## src/include/tbr_pkg.sv

```systemverilog
// Purpose: shared constants for the trace buffer readout block
// Assumes: 32-bit axi4-lite data, 20 mhz aclk
// Notes:   window and count sit at index*4; the other offsets are byte addresses
`default_nettype none
package tbr_pkg;
   // bus shape
   localparam int          TBR_ADDR_W   = 14;
   localparam logic [1:0]  RESP_OKAY    = 2'h0;
   localparam logic [1:0]  RESP_SLVERR  = 2'h2;
   // register indices as printed, byte address is four times
   localparam logic [11:0] WIN_IDX      = 12'h104;
   localparam logic [11:0] WIN_HI_IDX   = 12'h105;
   localparam logic [11:0] CNT_IDX      = 12'h106;
   localparam logic [13:0] WIN_ADDR     = {WIN_IDX, 2'h0};
   localparam logic [13:0] WIN_HI_ADDR  = {WIN_HI_IDX, 2'h0};
   localparam logic [13:0] CNT_ADDR     = {CNT_IDX, 2'h0};
   // local control, status and interrupt registers
   localparam logic [13:0] CTRL_ADDR    = 14'h0400;
   localparam logic [13:0] STAT_ADDR    = 14'h0420;
   localparam logic [13:0] IRQS_ADDR    = 14'h0424;
   localparam logic [13:0] IRQM_ADDR    = 14'h0428;
   // debug_control_reg fields
   localparam int          CTRL_ARM     = 0;
   localparam int          CTRL_ALIGN   = 1;
   localparam int          CTRL_TSRC    = 3;
   localparam int          CTRL_PROF    = 4;
   // debug_status_reg fields
   localparam int          STAT_FULL    = 0;
   localparam int          STAT_PROFILING_ACTIVE_FLAG   = 1;
   localparam int          STAT_LOCK    = 2;
   // interrupt status/mask fields
   localparam int          IRQ_W        = 2;
   localparam int          IRQ_FULL     = 0;
   localparam int          IRQ_END      = 1;
   // trigger_alignment encodings
   localparam logic [1:0]  ALIGN_END    = 2'h0;
   localparam logic [1:0]  ALIGN_BEGIN  = 2'h1;
   localparam logic [1:0]  ALIGN_MID    = 2'h2;
   localparam logic [1:0]  ALIGN_RSVD   = 2'h3;
   // buffer geometry: 64 lines of 64 bits, stored as 32-bit halves
   localparam int          CNT_W        = 7;
   localparam int          HALF_W       = 32;
   localparam int          WORD_W       = 16;
   localparam int          PTR_W        = 8;
   localparam logic [15:0] ERR_WORD     = 16'heeee;
   localparam logic [6:0]  CNT_MAX      = 7'h7f;
   localparam logic [6:0]  CNT_ONE      = 7'h01;
endpackage
`default_nettype wire

```

## src/include/tbr_cnt_if.sv

```systemverilog
// Purpose: carrier between readout top and line counter
// Assumes: single aclk domain
// Notes:   stop and wrap are combinational from counter state
`timescale 1ns/1ps
`default_nettype none
interface tbr_cnt_if;
   import tbr_pkg::*;
   logic             clr;          // session start, clears count
   logic             half_wr;      // one 32-bit half stored
   logic             begin_align;  // begin alignment selected
   logic [CNT_W-1:0] count;        // line_count_field
   logic             full;         // buffer_full_flag
   logic             wrap;         // count rolls over this cycle
   logic             stop;         // begin-aligned session is complete
   modport ctl (output clr, half_wr, begin_align, input count, full, wrap, stop);
   modport cnt (input clr, half_wr, begin_align, output count, full, wrap, stop);
endinterface
`default_nettype wire

```

## src/hdl/tbr_top.sv

```systemverilog
// Purpose: trace buffer readout window and line counter behind axi4-lite
// Assumes: capture logic and profiler run on aclk; por_resetn synchronous
// Notes:   window reads are only legal as full words at the window index
//
// Function
// real data only unlocked, disarmed, source set
// only aligned word reads, else 0xEE bytes
// software clears profile enable before reading
// word write unlocks when disarmed and idle
// valid read returns 16 bits, advances pointer
// arming locks buffer until unlocking write
// bad-size read returns error, pointer held
// armed or locked word read returns 0xEEEE
// stored trace kept across non power-on resets
// 7-bit count of halves reports stored lines
// rollover sets full flag, counting continues
// begin alignment at 64 lines ends session
// full with nonzero count overwrites oldest
// arming clears the line counter
// of the resets, only power-on reset clears the counter
// window reads never alter the counter
// source bit one enables tracing, zero none
// two-bit alignment: end, begin, middle
// 64-bit line read as four words
//
// The AXI4-Lite register port is this design's own decision.
`timescale 1ns/1ps
`default_nettype none
module tbr_top
   import tbr_pkg::*;
#(
   parameter int ADDR_W = TBR_ADDR_W
)(
   // clock and resets
   input  wire logic              aclk,
   input  wire logic              aresetn,
   input  wire logic              por_resetn,
   // axi4-lite write address
   input  wire logic [ADDR_W-1:0] s_axi_awaddr,
   input  wire logic              s_axi_awvalid,
   output logic                   s_axi_awready,
   // axi4-lite write data
   input  wire logic [31:0]       s_axi_wdata,
   input  wire logic [3:0]        s_axi_wstrb,
   input  wire logic              s_axi_wvalid,
   output logic                   s_axi_wready,
   // axi4-lite write response
   output logic [1:0]             s_axi_bresp,
   output logic                   s_axi_bvalid,
   input  wire logic              s_axi_bready,
   // axi4-lite read address
   input  wire logic [ADDR_W-1:0] s_axi_araddr,
   input  wire logic              s_axi_arvalid,
   output logic                   s_axi_arready,
   // axi4-lite read data
   output logic [31:0]            s_axi_rdata,
   output logic [1:0]             s_axi_rresp,
   output logic                   s_axi_rvalid,
   input  wire logic              s_axi_rready,
   // trace capture and profiler status
   input  wire logic              cap_valid,
   input  wire logic [HALF_W-1:0] cap_data,
   input  wire logic              profiling_active_flag,
   // status out
   output logic                   session_active,
   output logic                   irq
);
   // debug control state
   logic              arm_q;        // session enable
   logic              locked_q;     // window locked
   logic              tsrc_q;       // trace_source_select
   logic [1:0]        trigger_alignment_q;     // trigger_alignment
   logic              prof_en_q;    // profile enable
   logic [PTR_W-1:0]  rd_ptr_q;     // window read pointer
   // interrupts
   logic [IRQ_W-1:0]  irq_stat_q;   // sticky events
   logic [IRQ_W-1:0]  irq_mask_q;   // enables
   logic              irq_q;        // level output
   // write channel state
   logic              awready_q;
   logic              aw_got_q;
   logic [ADDR_W-1:0] awaddr_q;
   logic              wready_q;
   logic              w_got_q;
   logic [31:0]       wdata_q;
   logic [3:0]        wstrb_q;
   logic              bvalid_q;
   logic [1:0]        bresp_q;
   // read channel state
   logic              arready_q;
   logic              rvalid_q;
   logic [31:0]       rdata_q;
   logic [1:0]        rresp_q;
   // combinational helpers
   logic              wr_fire;      // both halves of a write held
   logic              rd_fire;      // read address taken
   logic              wr_ctrl;      // control register write
   logic              arm_set;      // one written to session enable
   logic              arm_clr;      // zero written to session enable
   logic              cfg_ok;       // config fields writable
   logic              unlock;       // unlocking window write
   logic              win_ok;       // window returns real data
   logic              rd_win;       // aligned word read of window
   logic              rd_irqs;      // read of interrupt status
   logic              cap_en;       // capture accepted
   logic              wr_known;     // write address mapped
   logic [31:0]       rd_val;       // read mux
   logic              rd_err;       // unmapped read
   logic [IRQ_W-1:0]  evt;          // new events
   logic [IRQ_W-1:0]  irq_stat_d;   // next sticky status
   logic [WORD_W-1:0] mem_word;     // word at read pointer

   tbr_cnt_if cif ();

   assign s_axi_awready  = awready_q;
   assign s_axi_wready   = wready_q;
   assign s_axi_bvalid   = bvalid_q;
   assign s_axi_bresp    = bresp_q;
   assign s_axi_arready  = arready_q;
   assign s_axi_rvalid   = rvalid_q;
   assign s_axi_rdata    = rdata_q;
   assign s_axi_rresp    = rresp_q;
   assign session_active = arm_q;
   assign irq            = irq_q;

   // decode of the committed write and the accepted read
   assign wr_fire = aw_got_q & w_got_q & ~bvalid_q;
   assign rd_fire = s_axi_arvalid & arready_q;
   assign wr_ctrl = wr_fire & (awaddr_q == CTRL_ADDR) & wstrb_q[0];
   assign arm_set = wr_ctrl & wdata_q[CTRL_ARM];
   assign arm_clr = wr_ctrl & ~wdata_q[CTRL_ARM];
   assign cfg_ok  = ~arm_q & ~profiling_active_flag;
   // only a full 16-bit write at the aligned index unlocks
   assign unlock  = wr_fire & (awaddr_q == WIN_ADDR) & (&wstrb_q[1:0]) & ~arm_q
                    & ~profiling_active_flag & ~prof_en_q;
   assign win_ok  = ~locked_q & ~arm_q & tsrc_q;
   assign rd_win  = rd_fire & (s_axi_araddr == WIN_ADDR);
   assign rd_irqs = rd_fire & (s_axi_araddr == IRQS_ADDR);
   // only writable targets answer okay; read-only ones and holes get slverr
   assign wr_known = (awaddr_q == CTRL_ADDR) | (awaddr_q == WIN_ADDR)
                     | (awaddr_q == IRQM_ADDR);

   // capture gating: source off or reserved alignment means no tracing
   assign cap_en          = arm_q & tsrc_q & (trigger_alignment_q != ALIGN_RSVD) & ~cif.stop;
   assign cif.half_wr     = cap_valid & cap_en;
   assign cif.clr         = arm_set;
   assign cif.begin_align = (trigger_alignment_q == ALIGN_BEGIN);

   tbr_cnt u_cnt (
      .aclk       (aclk),
      .por_resetn (por_resetn),
      .cif        (cif)
   );

   tbr_mem u_mem (
      .aclk    (aclk),
      .wr_en   (cif.half_wr),
      .wr_addr (cif.count),
      .wr_data (cap_data),
      .rd_ptr  (rd_ptr_q),
      .rd_data (mem_word)
   );

   // session enable; a fresh arm wins over the begin-aligned stop
   always_ff @(posedge aclk) begin
      if (!aresetn) begin
         arm_q <= 1'b0;
      end else if (arm_set) begin
         arm_q <= 1'b1;
      end else if (arm_clr) begin
         arm_q <= 1'b0;
      end else if (cif.stop) begin
         arm_q <= 1'b0;
      end
   end

   // lock: set by arming, released only by the unlocking write
   always_ff @(posedge aclk) begin
      if (!aresetn) begin
         locked_q <= 1'b1;
      end else if (arm_set) begin
         locked_q <= 1'b1;
      end else if (unlock) begin
         locked_q <= 1'b0;
      end
   end

   // config fields frozen while armed or profiling
   always_ff @(posedge aclk) begin
      if (!aresetn) begin
         tsrc_q    <= 1'b0;
         trigger_alignment_q  <= ALIGN_END;
         prof_en_q <= 1'b0;
      end else if (wr_ctrl & cfg_ok) begin
         tsrc_q    <= wdata_q[CTRL_TSRC];
         trigger_alignment_q  <= wdata_q[CTRL_ALIGN +: 2];
         prof_en_q <= wdata_q[CTRL_PROF];
      end
   end

   // read pointer: starts at the oldest half on unlock
   always_ff @(posedge aclk) begin
      if (!aresetn) begin
         rd_ptr_q <= '0;
      end else if (unlock) begin
         rd_ptr_q <= cif.full ? {cif.count, 1'b0} : '0;
      end else if (rd_win & win_ok) begin
         rd_ptr_q <= rd_ptr_q + PTR_W'(1);
      end
   end

   // event sources; set beats the clear-on-read
   always_comb begin
      evt           = '0;
      evt[IRQ_FULL] = cif.wrap;
      evt[IRQ_END]  = cif.stop & arm_q & ~arm_set;
      irq_stat_d    = (rd_irqs ? '0 : irq_stat_q) | evt;
   end

   // sticky status and the level interrupt
   always_ff @(posedge aclk) begin
      if (!aresetn) begin
         irq_stat_q <= '0;
         irq_q      <= 1'b0;
      end else begin
         irq_stat_q <= irq_stat_d;
         irq_q      <= |(irq_stat_d & irq_mask_q);
      end
   end

   // mask register
   always_ff @(posedge aclk) begin
      if (!aresetn) begin
         irq_mask_q <= '0;
      end else if (wr_fire & (awaddr_q == IRQM_ADDR) & wstrb_q[0]) begin
         irq_mask_q <= wdata_q[IRQ_W-1:0];
      end
   end

   // write address channel, one write in flight
   always_ff @(posedge aclk) begin
      if (!aresetn) begin
         awready_q <= 1'b0;
         aw_got_q  <= 1'b0;
         awaddr_q  <= '0;
      end else if (s_axi_awvalid & awready_q) begin
         awready_q <= 1'b0;
         aw_got_q  <= 1'b1;
         awaddr_q  <= s_axi_awaddr;
      end else if (wr_fire) begin
         aw_got_q  <= 1'b0;
      end else begin
         awready_q <= ~aw_got_q & ~bvalid_q;
      end
   end

   // write data channel, may arrive before or after the address
   always_ff @(posedge aclk) begin
      if (!aresetn) begin
         wready_q <= 1'b0;
         w_got_q  <= 1'b0;
         wdata_q  <= '0;
         wstrb_q  <= '0;
      end else if (s_axi_wvalid & wready_q) begin
         wready_q <= 1'b0;
         w_got_q  <= 1'b1;
         wdata_q  <= s_axi_wdata;
         wstrb_q  <= s_axi_wstrb;
      end else if (wr_fire) begin
         w_got_q  <= 1'b0;
      end else begin
         wready_q <= ~w_got_q & ~bvalid_q;
      end
   end

   // write response; read-only or unmapped targets get slverr
   always_ff @(posedge aclk) begin
      if (!aresetn) begin
         bvalid_q <= 1'b0;
         bresp_q  <= RESP_OKAY;
      end else if (wr_fire) begin
         bvalid_q <= 1'b1;
         bresp_q  <= wr_known ? RESP_OKAY : RESP_SLVERR;
      end else if (s_axi_bready) begin
         bvalid_q <= 1'b0;
      end
   end

   // read mux; the upper window index stands for any misaligned access
   always_comb begin
      rd_val = '0;
      rd_err = 1'b0;
      unique case (s_axi_araddr)
         WIN_ADDR: begin
            rd_val[WORD_W-1:0] = win_ok ? mem_word : ERR_WORD;
         end
         WIN_HI_ADDR: begin
            rd_val[WORD_W-1:0] = ERR_WORD;
         end
         CNT_ADDR: begin
            rd_val[CNT_W-1:0] = cif.count;
         end
         CTRL_ADDR: begin
            rd_val[CTRL_ARM]        = arm_q;
            rd_val[CTRL_ALIGN +: 2] = trigger_alignment_q;
            rd_val[CTRL_TSRC]       = tsrc_q;
            rd_val[CTRL_PROF]       = prof_en_q;
         end
         STAT_ADDR: begin
            rd_val[STAT_FULL]  = cif.full;
            rd_val[STAT_PROFILING_ACTIVE_FLAG] = profiling_active_flag;
            rd_val[STAT_LOCK]  = locked_q;
         end
         IRQS_ADDR: begin
            rd_val[IRQ_W-1:0] = irq_stat_q;
         end
         IRQM_ADDR: begin
            rd_val[IRQ_W-1:0] = irq_mask_q;
         end
         default: begin
            rd_err = 1'b1;
         end
      endcase
   end

   // read channel, data registered at address acceptance
   always_ff @(posedge aclk) begin
      if (!aresetn) begin
         arready_q <= 1'b0;
         rvalid_q  <= 1'b0;
         rdata_q   <= '0;
         rresp_q   <= RESP_OKAY;
      end else if (rd_fire) begin
         arready_q <= 1'b0;
         rvalid_q  <= 1'b1;
         rdata_q   <= rd_val;
         rresp_q   <= rd_err ? RESP_SLVERR : RESP_OKAY;
      end else if (rvalid_q & s_axi_rready) begin
         rvalid_q  <= 1'b0;
         arready_q <= 1'b1;
      end else begin
         arready_q <= ~rvalid_q;
      end
   end
endmodule
`default_nettype wire

```

## src/hdl/tbr_cnt.sv

```systemverilog
// Purpose: line counter and buffer-full flag
// Assumes: por_resetn synchronous to aclk
// Notes:   only power-on reset and arming (clr) clear state; system reset has no effect here
`timescale 1ns/1ps
`default_nettype none
module tbr_cnt
   import tbr_pkg::*;
(
   // clock and power-on reset
   input  wire logic aclk,
   input  wire logic por_resetn,
   // control side
   tbr_cnt_if.cnt    cif
);
   logic [CNT_W-1:0] count_q;  // half-line count
   logic             full_q;   // sticky full flag

   assign cif.count = count_q;
   assign cif.full  = full_q;
   // rollover of the 7-bit count
   assign cif.wrap  = cif.half_wr & (count_q == CNT_MAX);
   // 64 lines reached under begin alignment
   assign cif.stop  = cif.begin_align & full_q & (count_q == '0);

   // count update, never touched by reads of the window
   always_ff @(posedge aclk) begin
      if (!por_resetn) begin
         count_q <= '0;
      end else if (cif.clr) begin
         count_q <= '0;
      end else if (cif.half_wr) begin
         count_q <= count_q + CNT_ONE;
      end
   end

   // full flag, set on rollover and kept while counting goes on
   always_ff @(posedge aclk) begin
      if (!por_resetn) begin
         full_q <= 1'b0;
      end else if (cif.clr) begin
         full_q <= 1'b0;
      end else if (cif.wrap) begin
         full_q <= 1'b1;
      end
   end
endmodule
`default_nettype wire

```

## src/hdl/tbr_mem.sv

```systemverilog
// Purpose: trace line storage, 32-bit halves, 16-bit read port
// Assumes: write address supplied by the line counter
// Notes:   no reset at all, so contents survive every reset but power-up
`timescale 1ns/1ps
`default_nettype none
module tbr_mem
   import tbr_pkg::*;
#(
   parameter int DEPTH = 128
)(
   // clock
   input  wire logic              aclk,
   // write side
   input  wire logic              wr_en,
   input  wire logic [CNT_W-1:0]  wr_addr,
   input  wire logic [HALF_W-1:0] wr_data,
   // read side
   input  wire logic [PTR_W-1:0]  rd_ptr,
   output logic      [WORD_W-1:0] rd_data
);
   logic [HALF_W-1:0] mem_q [DEPTH]; // circular storage

   // store, oldest entry overwritten on wrap
   always_ff @(posedge aclk) begin
      if (wr_en) begin
         mem_q[wr_addr] <= wr_data;
      end
   end

   // pointer lsb picks the half of the 32-bit entry
   always_comb begin
      rd_data = rd_ptr[0] ? mem_q[rd_ptr[PTR_W-1:1]][HALF_W-1:WORD_W]
                          : mem_q[rd_ptr[PTR_W-1:1]][WORD_W-1:0];
   end
endmodule
`default_nettype wire

```

## config.mk

```make
export PLATFORM = sky130hd
export DESIGN_NAME = tbr_top
export DESIGN_NICKNAME = d
export VERILOG_FILES = /design/src/include/tbr_pkg.sv /design/src/include/tbr_cnt_if.sv /design/src/hdl/tbr_top.sv /design/src/hdl/tbr_cnt.sv /design/src/hdl/tbr_mem.sv
export SDC_FILE = /design/constraint.sdc
export NUM_CORES = 2
export LEC_CHECK = 0
export ABC_AREA = 1
export BUFFER_PORTS_ARGS = -buffer_cell sky130_fd_sc_hd__buf_4
export CORE_ASPECT_RATIO = 0.8
export CORE_MARGIN = 2
export CORE_UTILIZATION = 30
export DETAILED_ROUTE_END_ITERATION = 7
export PLACE_DENSITY_LB_ADDON = 0.2
export SETUP_SLACK_MARGIN = 0.3
export SLEW_MARGIN = 20
export SYNTH_ARGS = -nofsm -noshare
export SYNTH_HDL_FRONTEND = slang
export SYNTH_SLANG_ARGS = --single-unit
export TNS_END_PERCENT = 10
```

## constraint.sdc

```tcl
create_clock -name aclk -period 8.3 [get_ports aclk]
set_input_delay 0.83 -clock aclk [delete_from_list [all_inputs] [get_ports aclk]]
set_output_delay 0.83 -clock aclk [all_outputs]
set_load 0.05 [all_outputs]
```

Word level (Yosys, flattened, before mapping)
Memory sizes are Yosys's and may differ from the RTL's. A register that Yosys moved wholly into a read port is not among the register bits.
Cells that the tools add are included.
{ "word_totals": {"register_bits": 75, "latch_bits": 0, "ramBits": 4096, "romBits": 0, "inputBits": 106, "out_inout_bits": 43, "wordCells": 135, "n_memories": 1} }
{ "op_classes": {"add_sub_neg": 2, "n_mul": 0, "n_div": 0, "n_lt_le_gt_ge": 0, "n_eq_ne": 13, "shifts": 0, "n_mux": 28, "n_bitwise": 52, "reduce_logical": 15} }
{ "mem_list": {"columns": ["name", "words", "width", "rd", "rd_ports_with_merged_regs", "wr", "line_no", "rtl"], "rows": [
  ["u_mem.mem_q", 128, 32, 1, 1, 1, "tbr_mem.sv:21", "logic [HALF_W-1:0] mem_q [DEPTH];"]
]} }
{ "op_table": {"columns": ["cell", "count"], "rows": [
  ["== test 14 x 11 -> 1 bit, second input constant", 10],
  ["AND 1 bit", 35],
  ["two-way mux 16 bit", 2],
  ["two-way mux 8 bit", 3],
  ["case mux 9 bit (2 select lines)", 1],
  ["two-way mux 7 bit", 2],
  ["case mux 2 bit (7 select lines)", 1],
  ["two-way mux 1 bit", 13],
  ["NOT 1 bit", 13],
  ["OR reduction 2 bit", 6],
  ["nonzero test 2 bit", 5],
  ["adder 8 x 1 -> 8 bit, second input constant", 1],
  ["case mux 2 bit (4 select lines)", 1],
  ["adder 7 x 1 -> 7 bit, second input constant", 1],
  ["== test 7 bit, second input constant", 1],
  ["zero test 7 bit", 1],
  ["OR reduction 7 bit", 1],
  ["two-way mux 2 bit", 3],
  ["case mux 2 bit (3 select lines)", 1],
  ["case mux 1 bit (5 select lines)", 1],
  ["nonzero test 3 bit", 1],
  ["AND 2 bit", 1],
  ["== test 2 x 1 -> 1 bit, second input constant", 1],
  ["inequality test 2 bit, second input constant", 1],
  ["3 further kinds", 4]
]} }

Logic depth before layout (Yosys ltp)
{ "depth": {"word_depth": 10, "mapped_depth": 20, "mapped_depth_nobuf": 15} }

Modules after synthesis
From an unflattened synthesis, not the netlist that was laid out.
{ "hier_totals": {"cells_unflattened": 13950, "hier_area_um2": 168401.5} }
{ "modules_own_cells": {"columns": ["module", "n_inst", "cells_each", "area_per_inst_um2", "seq_area_each_um2"], "rows": [
  ["tbr_mem", 1, 13409, 164696.7, 122998.0],
  ["tbr_top", 1, 481, 3293.2, 1301.2],
  ["tbr_cnt", 1, 60, 411.6, 160.2]
]} }

Least setup slack after synthesis
OpenSTA, ideal clock, no wires.
{ "synth_path": {"path_kind": "flip-flop to flip-flop", "from": "register u_cnt.count_q[1], in the netlist u_cnt.cif.count[1]", "to": "memory u_mem.mem_q[31][0], enable pin", "setup_ns": 0.461, "arrival_ns": 3.699, "t_required_ns": 7.839, "setup_slack_ns": 4.139, "stages_incl_launch_ff": 11, "path_buffers": 1, "period_less_slack_ns": 4.161, "cell_sequence": "dfxtp_1 clkbuf_1 inv_1 ha_1 nand2_1 nor2_1 nand3_1 nand2_1 nor2_2 nand3_1 nor3_1"} }
{ "synth_between": {"elab_chain_cells": 7} }
{ "synth_rtl": {"columns": ["item", "line_no", "rtl"], "rows": [
  ["start, declared", "tbr_cnt.sv:15", "logic [CNT_W-1:0] count_q;"],
  ["start signal, assigned", "tbr_cnt.sv:32", "count_q <= count_q + CNT_ONE;"],
  ["zero test 7 bit", "tbr_cnt.sv:23", "assign cif.stop = cif.begin_align & full_q & (count_q == '0);"],
  ["AND 1 bit", "tbr_cnt.sv:23", null],
  ["NOT 1 bit", "tbr_top.sv:144", "assign cap_en = arm_q & tsrc_q & (trigger_alignment_q != ALIGN_RSVD) & ~cif.stop;"],
  ["AND 1 bit", "tbr_top.sv:144", null],
  ["AND 1 bit", "tbr_top.sv:145", "assign cif.half_wr = cap_valid & cap_en;"],
  ["two-way mux 1 bit", "tbr_mem.sv:25", "if (wr_en) begin"],
  ["two-way mux 1 bit (not written as such)", "tbr_mem.sv:26", "mem_q[wr_addr] <= wr_data;"],
  ["end, declared", "tbr_mem.sv:21", null]
]} }
Several ways; a longest one is shown, not always the timed one.

Worst setup path in the final report
{ "layout_path": {"from": "register u_cnt.count_q[1], in the netlist u_cnt.cif.count[1]", "to": "memory u_mem.mem_q[74][31], enable pin"} }
Same word-level chain as after synthesis.

==> results.json <==
{
  "crit_family": "simple AND/OR/NAND/NOR gates",
  "dieArea_um2": 559800,
  "post_dp_cell_area_um2": 175400,
  "end_kind": "flip-flop",
  "cts.path.max_buffers": 4,
  "post-route-util": 0.3421,
  "cts.sink_count": 4176,
  "pre_cts_ws_ns": 2.962,
  "syn_area_um2": 166100,
  "io_pins": 149,
  "synth_warnings": 0,
  "finalInstanceArea_um2": 188800,
  "yosys_most_used_dff": "edfxtp_1",
  "p_leak_nw": 62.09,
  "r2r_start": "u_cnt.cif.count[1]",
  "grt_usage": 0.1835,
  "power.density_nw_per_um2": 224.8,
  "synth_top_area_cell": "edfxtp_1",
  "max-vdd-ir-drop_mv": 0.1751,
  "fmax_mhz": 185.5,
  "grt_max_degree": 191,
  "synth_seq_cells": 4176,
  "synthArstFlopShare": 0,
  "start_util": 0.3010,
  "clk_pin_slew_ns": 0.06,
  "fin_tns_setup_ns": 0,
  "hold_end": "wdata_q[4]",
  "via_per_inst": 5.068,
  "drive_gt1_frac": 0.08242,
  "crit_chain": "inv_1 -> ha_1 -> nand2_1 -> nor2_1 -> nand3_1 -> nand2_1 -> nor2_2 -> inv_1 -> nor2_1 -> nand3_4 -> nor2_4 -> buf_4",
  "vias": 106500,
  "fp.dieW_um": 836.0,
  "max-cap-violations": 0,
  "area_growth_syn_to_layout_pct": 13.65,
  "cts_tree": "yes",
  "hold_violations": 0,
  "overflow": 0,
  "layout.cells.non_filler": 21010,
  "wirelength_mm": 534.3,
  "fin_skew_ns": 0.05262,
  "synth-seq-area-share": 0.7500,
  "ff2ff_setup_slack_ns": 2.91,
  "synth_top_area_frac": 0.7404,
  "drcViolationCount": 0,
  "root_buffer": "clkbuf_16",
  "startpoint_type": "flip-flop",
  "grt_pass1_vias": 99800,
  "worstMarginPinSlew_ns": 1.126,
  "syn_inst": 13370,
  "cts_buffers": 421,
  "place.gp.congestion": 0.8043,
  "total_power_mw": 42.44,
  "post_cts_buffers": 0,
  "crit_fanout": 17,
  "fin_crit_ns": 5.391,
  "worst_r2r_path_depth": 12,
  "slowest_stage": "nor2_4",
  "setup_ws_ns": 2.909,
  "dr.pass1.iters": 6,
  "ant_nets": 0,
  "synth_area_leaders": "edfxtp_1 74%, nand3_1 6.9%, nand2_1 6.1%, o21ai_0 3.1%, nor2_1 3.0%",
  "nNetsFinal": 13380,
  "core_um2": 552000,
  "hpwl_mm": 278.7,
  "r2r_end": "u_mem.mem_q[74][31]",
  "slowest_delay_ns": 1.02,
  "whs_ns": 0.08479,
  "rsz0062_at_grt": "no",
  "min_path_type": "primary input to flip-flop",
  "routedWlPerCell_um": 25.43,
  "multi_input_area_um2": 37780,
  "period_share": 0.6495,
  "post-place-cells": 20220,
  "cp_data_arrival_time_ns": 6.05,
  "grt_antenna_before_repair": 33,
  "hold_depth": 3,
  "hold_path_startpoint": "s_axi_wdata[4]",
  "clk_latency_ns": 1.02,
  "fill_cells": 54580,
  "drt_iter0_drc": 11490,
  "cts-htree-levels": 5,
  "regArea_um2": 124600,
  "slew_violations": 0,
  "io_buffers": 101,
  "crit_type": "flip-flop to flip-flop",
  "avgSynthCellArea_um2": 12.42,
  "cp.required_ns": 8.96,
  "cts_resized": 0,
  "synth_edf_count": 4096,
  "synthDistinctLibCells": 38,
  "relSlewSlack": 0.2492,
  "die_h_um": 669.6,
  "final-setup-viol-count": 0,
  "rows": 244,
  "crit_buf_inv": 3,
  "grt_pass1_wl_mm": 759.3,
  "status": "complete, no violations"
}
[per-layer routing]
layer / track usage / part of all wire / vias to the layer above
li1: - / - / 48430
met1: 0.2793 / 0.47 / 54050
met2: 0.2758 / 0.44 / 3421
met3: 0.02739 / 0.069 / 604
met4: 0.04165 / 0.023 / 0
met5: 0 / 0 / -
[sequential cells by signal, summed over array words and instances, names as in the netlist, 5 cells and up, named ones only]
signal,count
awaddr_q,14
rd_ptr_q,8
s_axi_rdata,16
u_cnt.cif.count,7
u_mem.mem_q,4096
wdata_q,5
[final cells by class]
cell class,instances,area share
Clock buffer,515,0.05851
Timing Repair Buffer,402,0.01875
Clock inverter,252,0.01146
Inverter,85,0.001968
Multi-Input combinational cell,8184,0.2001
Antenna cell,20,0.0002651
Sequential cell,4176,0.6600
Tap cell,7380,0.04891
[where the power goes]
group / switching (mW) / internal [mW]
logic: 0.487 / 0.0556
registers: 0.00577 / 23.1
clock network: 8.29 / 10.5
[Yosys cell counts (3+ instances only)]
cell type  instances
buf_1            122
nor3_1            18
nor2_1          1324
o211ai_1           3
buf_2            337
o21ai_0         1041
a211oi_1           6
xor2_1             3
ha_1               3
dfxtp_1           80
inv_1             80
buf_6             15
a31oi_1            8
edfxtp_1        4096
o21ai_1          141
inv_2              3
nand4_1            4
clkbuf_1         353
o22ai_1          564
a21oi_1           55
buf_4            114
nand3_1         2305
nand2_1         2679
[cells in the final DEF (no fill, tap or decap), drive strengths merged, types with 2 or more instances in the layout]
master | synthesis | routed
nor2 | 1325 | 1325
conb | 1 | 18
a211oi | 6 | 6
o211ai | 3 | 3
dlygate4sd3 | 0 | 8
nand2 | 2680 | 2680
clkinvlp | 0 | 9
a31oi | 8 | 8
dfxtp | 80 | 80
clkbuf | 353 | 515
xor2 | 3 | 3
edfxtp | 4096 | 4096
nand3 | 2305 | 2305
clkinv | 0 | 199
nand4 | 4 | 4
inv | 85 | 96
ha | 3 | 3
o21ai | 1182 | 1182
bufinv | 0 | 33
nor3 | 18 | 18
buf | 590 | 394
nor4 | 2 | 2
diode | 0 | 20
o22ai | 564 | 564
a21oi | 55 | 55
[logic make-up after synthesis]
group / after synthesis / share of synthesized area
compound gates: 1824 / 0.05953
flops: 4176 / 0.7500
other cells: 1 / 0.00002257
xor+xnor: 4 / 0.0002109
fa+ha+maj: 3 / 0.0002260
simple gates: 6335 / 0.1608
buf+inv: 1028 / 0.02922
[worst min-delay path: cells and delay by family]
kind	cells	cell delay, ns
buffers and inverters	1	0.08
AND/OR/NAND/NOR	1	0.08
AO/OA/AOI/OAI	1	0.07
[worst max path at each step]
stage                          end  cells past startpoint               start
6_report       u_mem.mem_q[74][31]                     12  u_cnt.cif.count[1]
5_1_grt        u_mem.mem_q[74][31]                     12  u_cnt.cif.count[1]
4_1_cts        u_mem.mem_q[74][23]                     12  u_cnt.cif.count[1]
3_5_place_dp   u_mem.mem_q[74][23]                     12  u_cnt.cif.count[1]
3_3_place_gp   u_mem.mem_q[74][23]                     12  u_cnt.cif.count[1]
2_1_floorplan   u_mem.mem_q[31][0]                     10  u_cnt.cif.count[1]
[repair_timing]
item / 4_1_cts / 5_1_grt
hold buffers: 8 / 0
endpoints found under the hold margin: 8 / 0
endpoints found under the setup margin: 0 / 0
(Power assumes the default switching activity.)
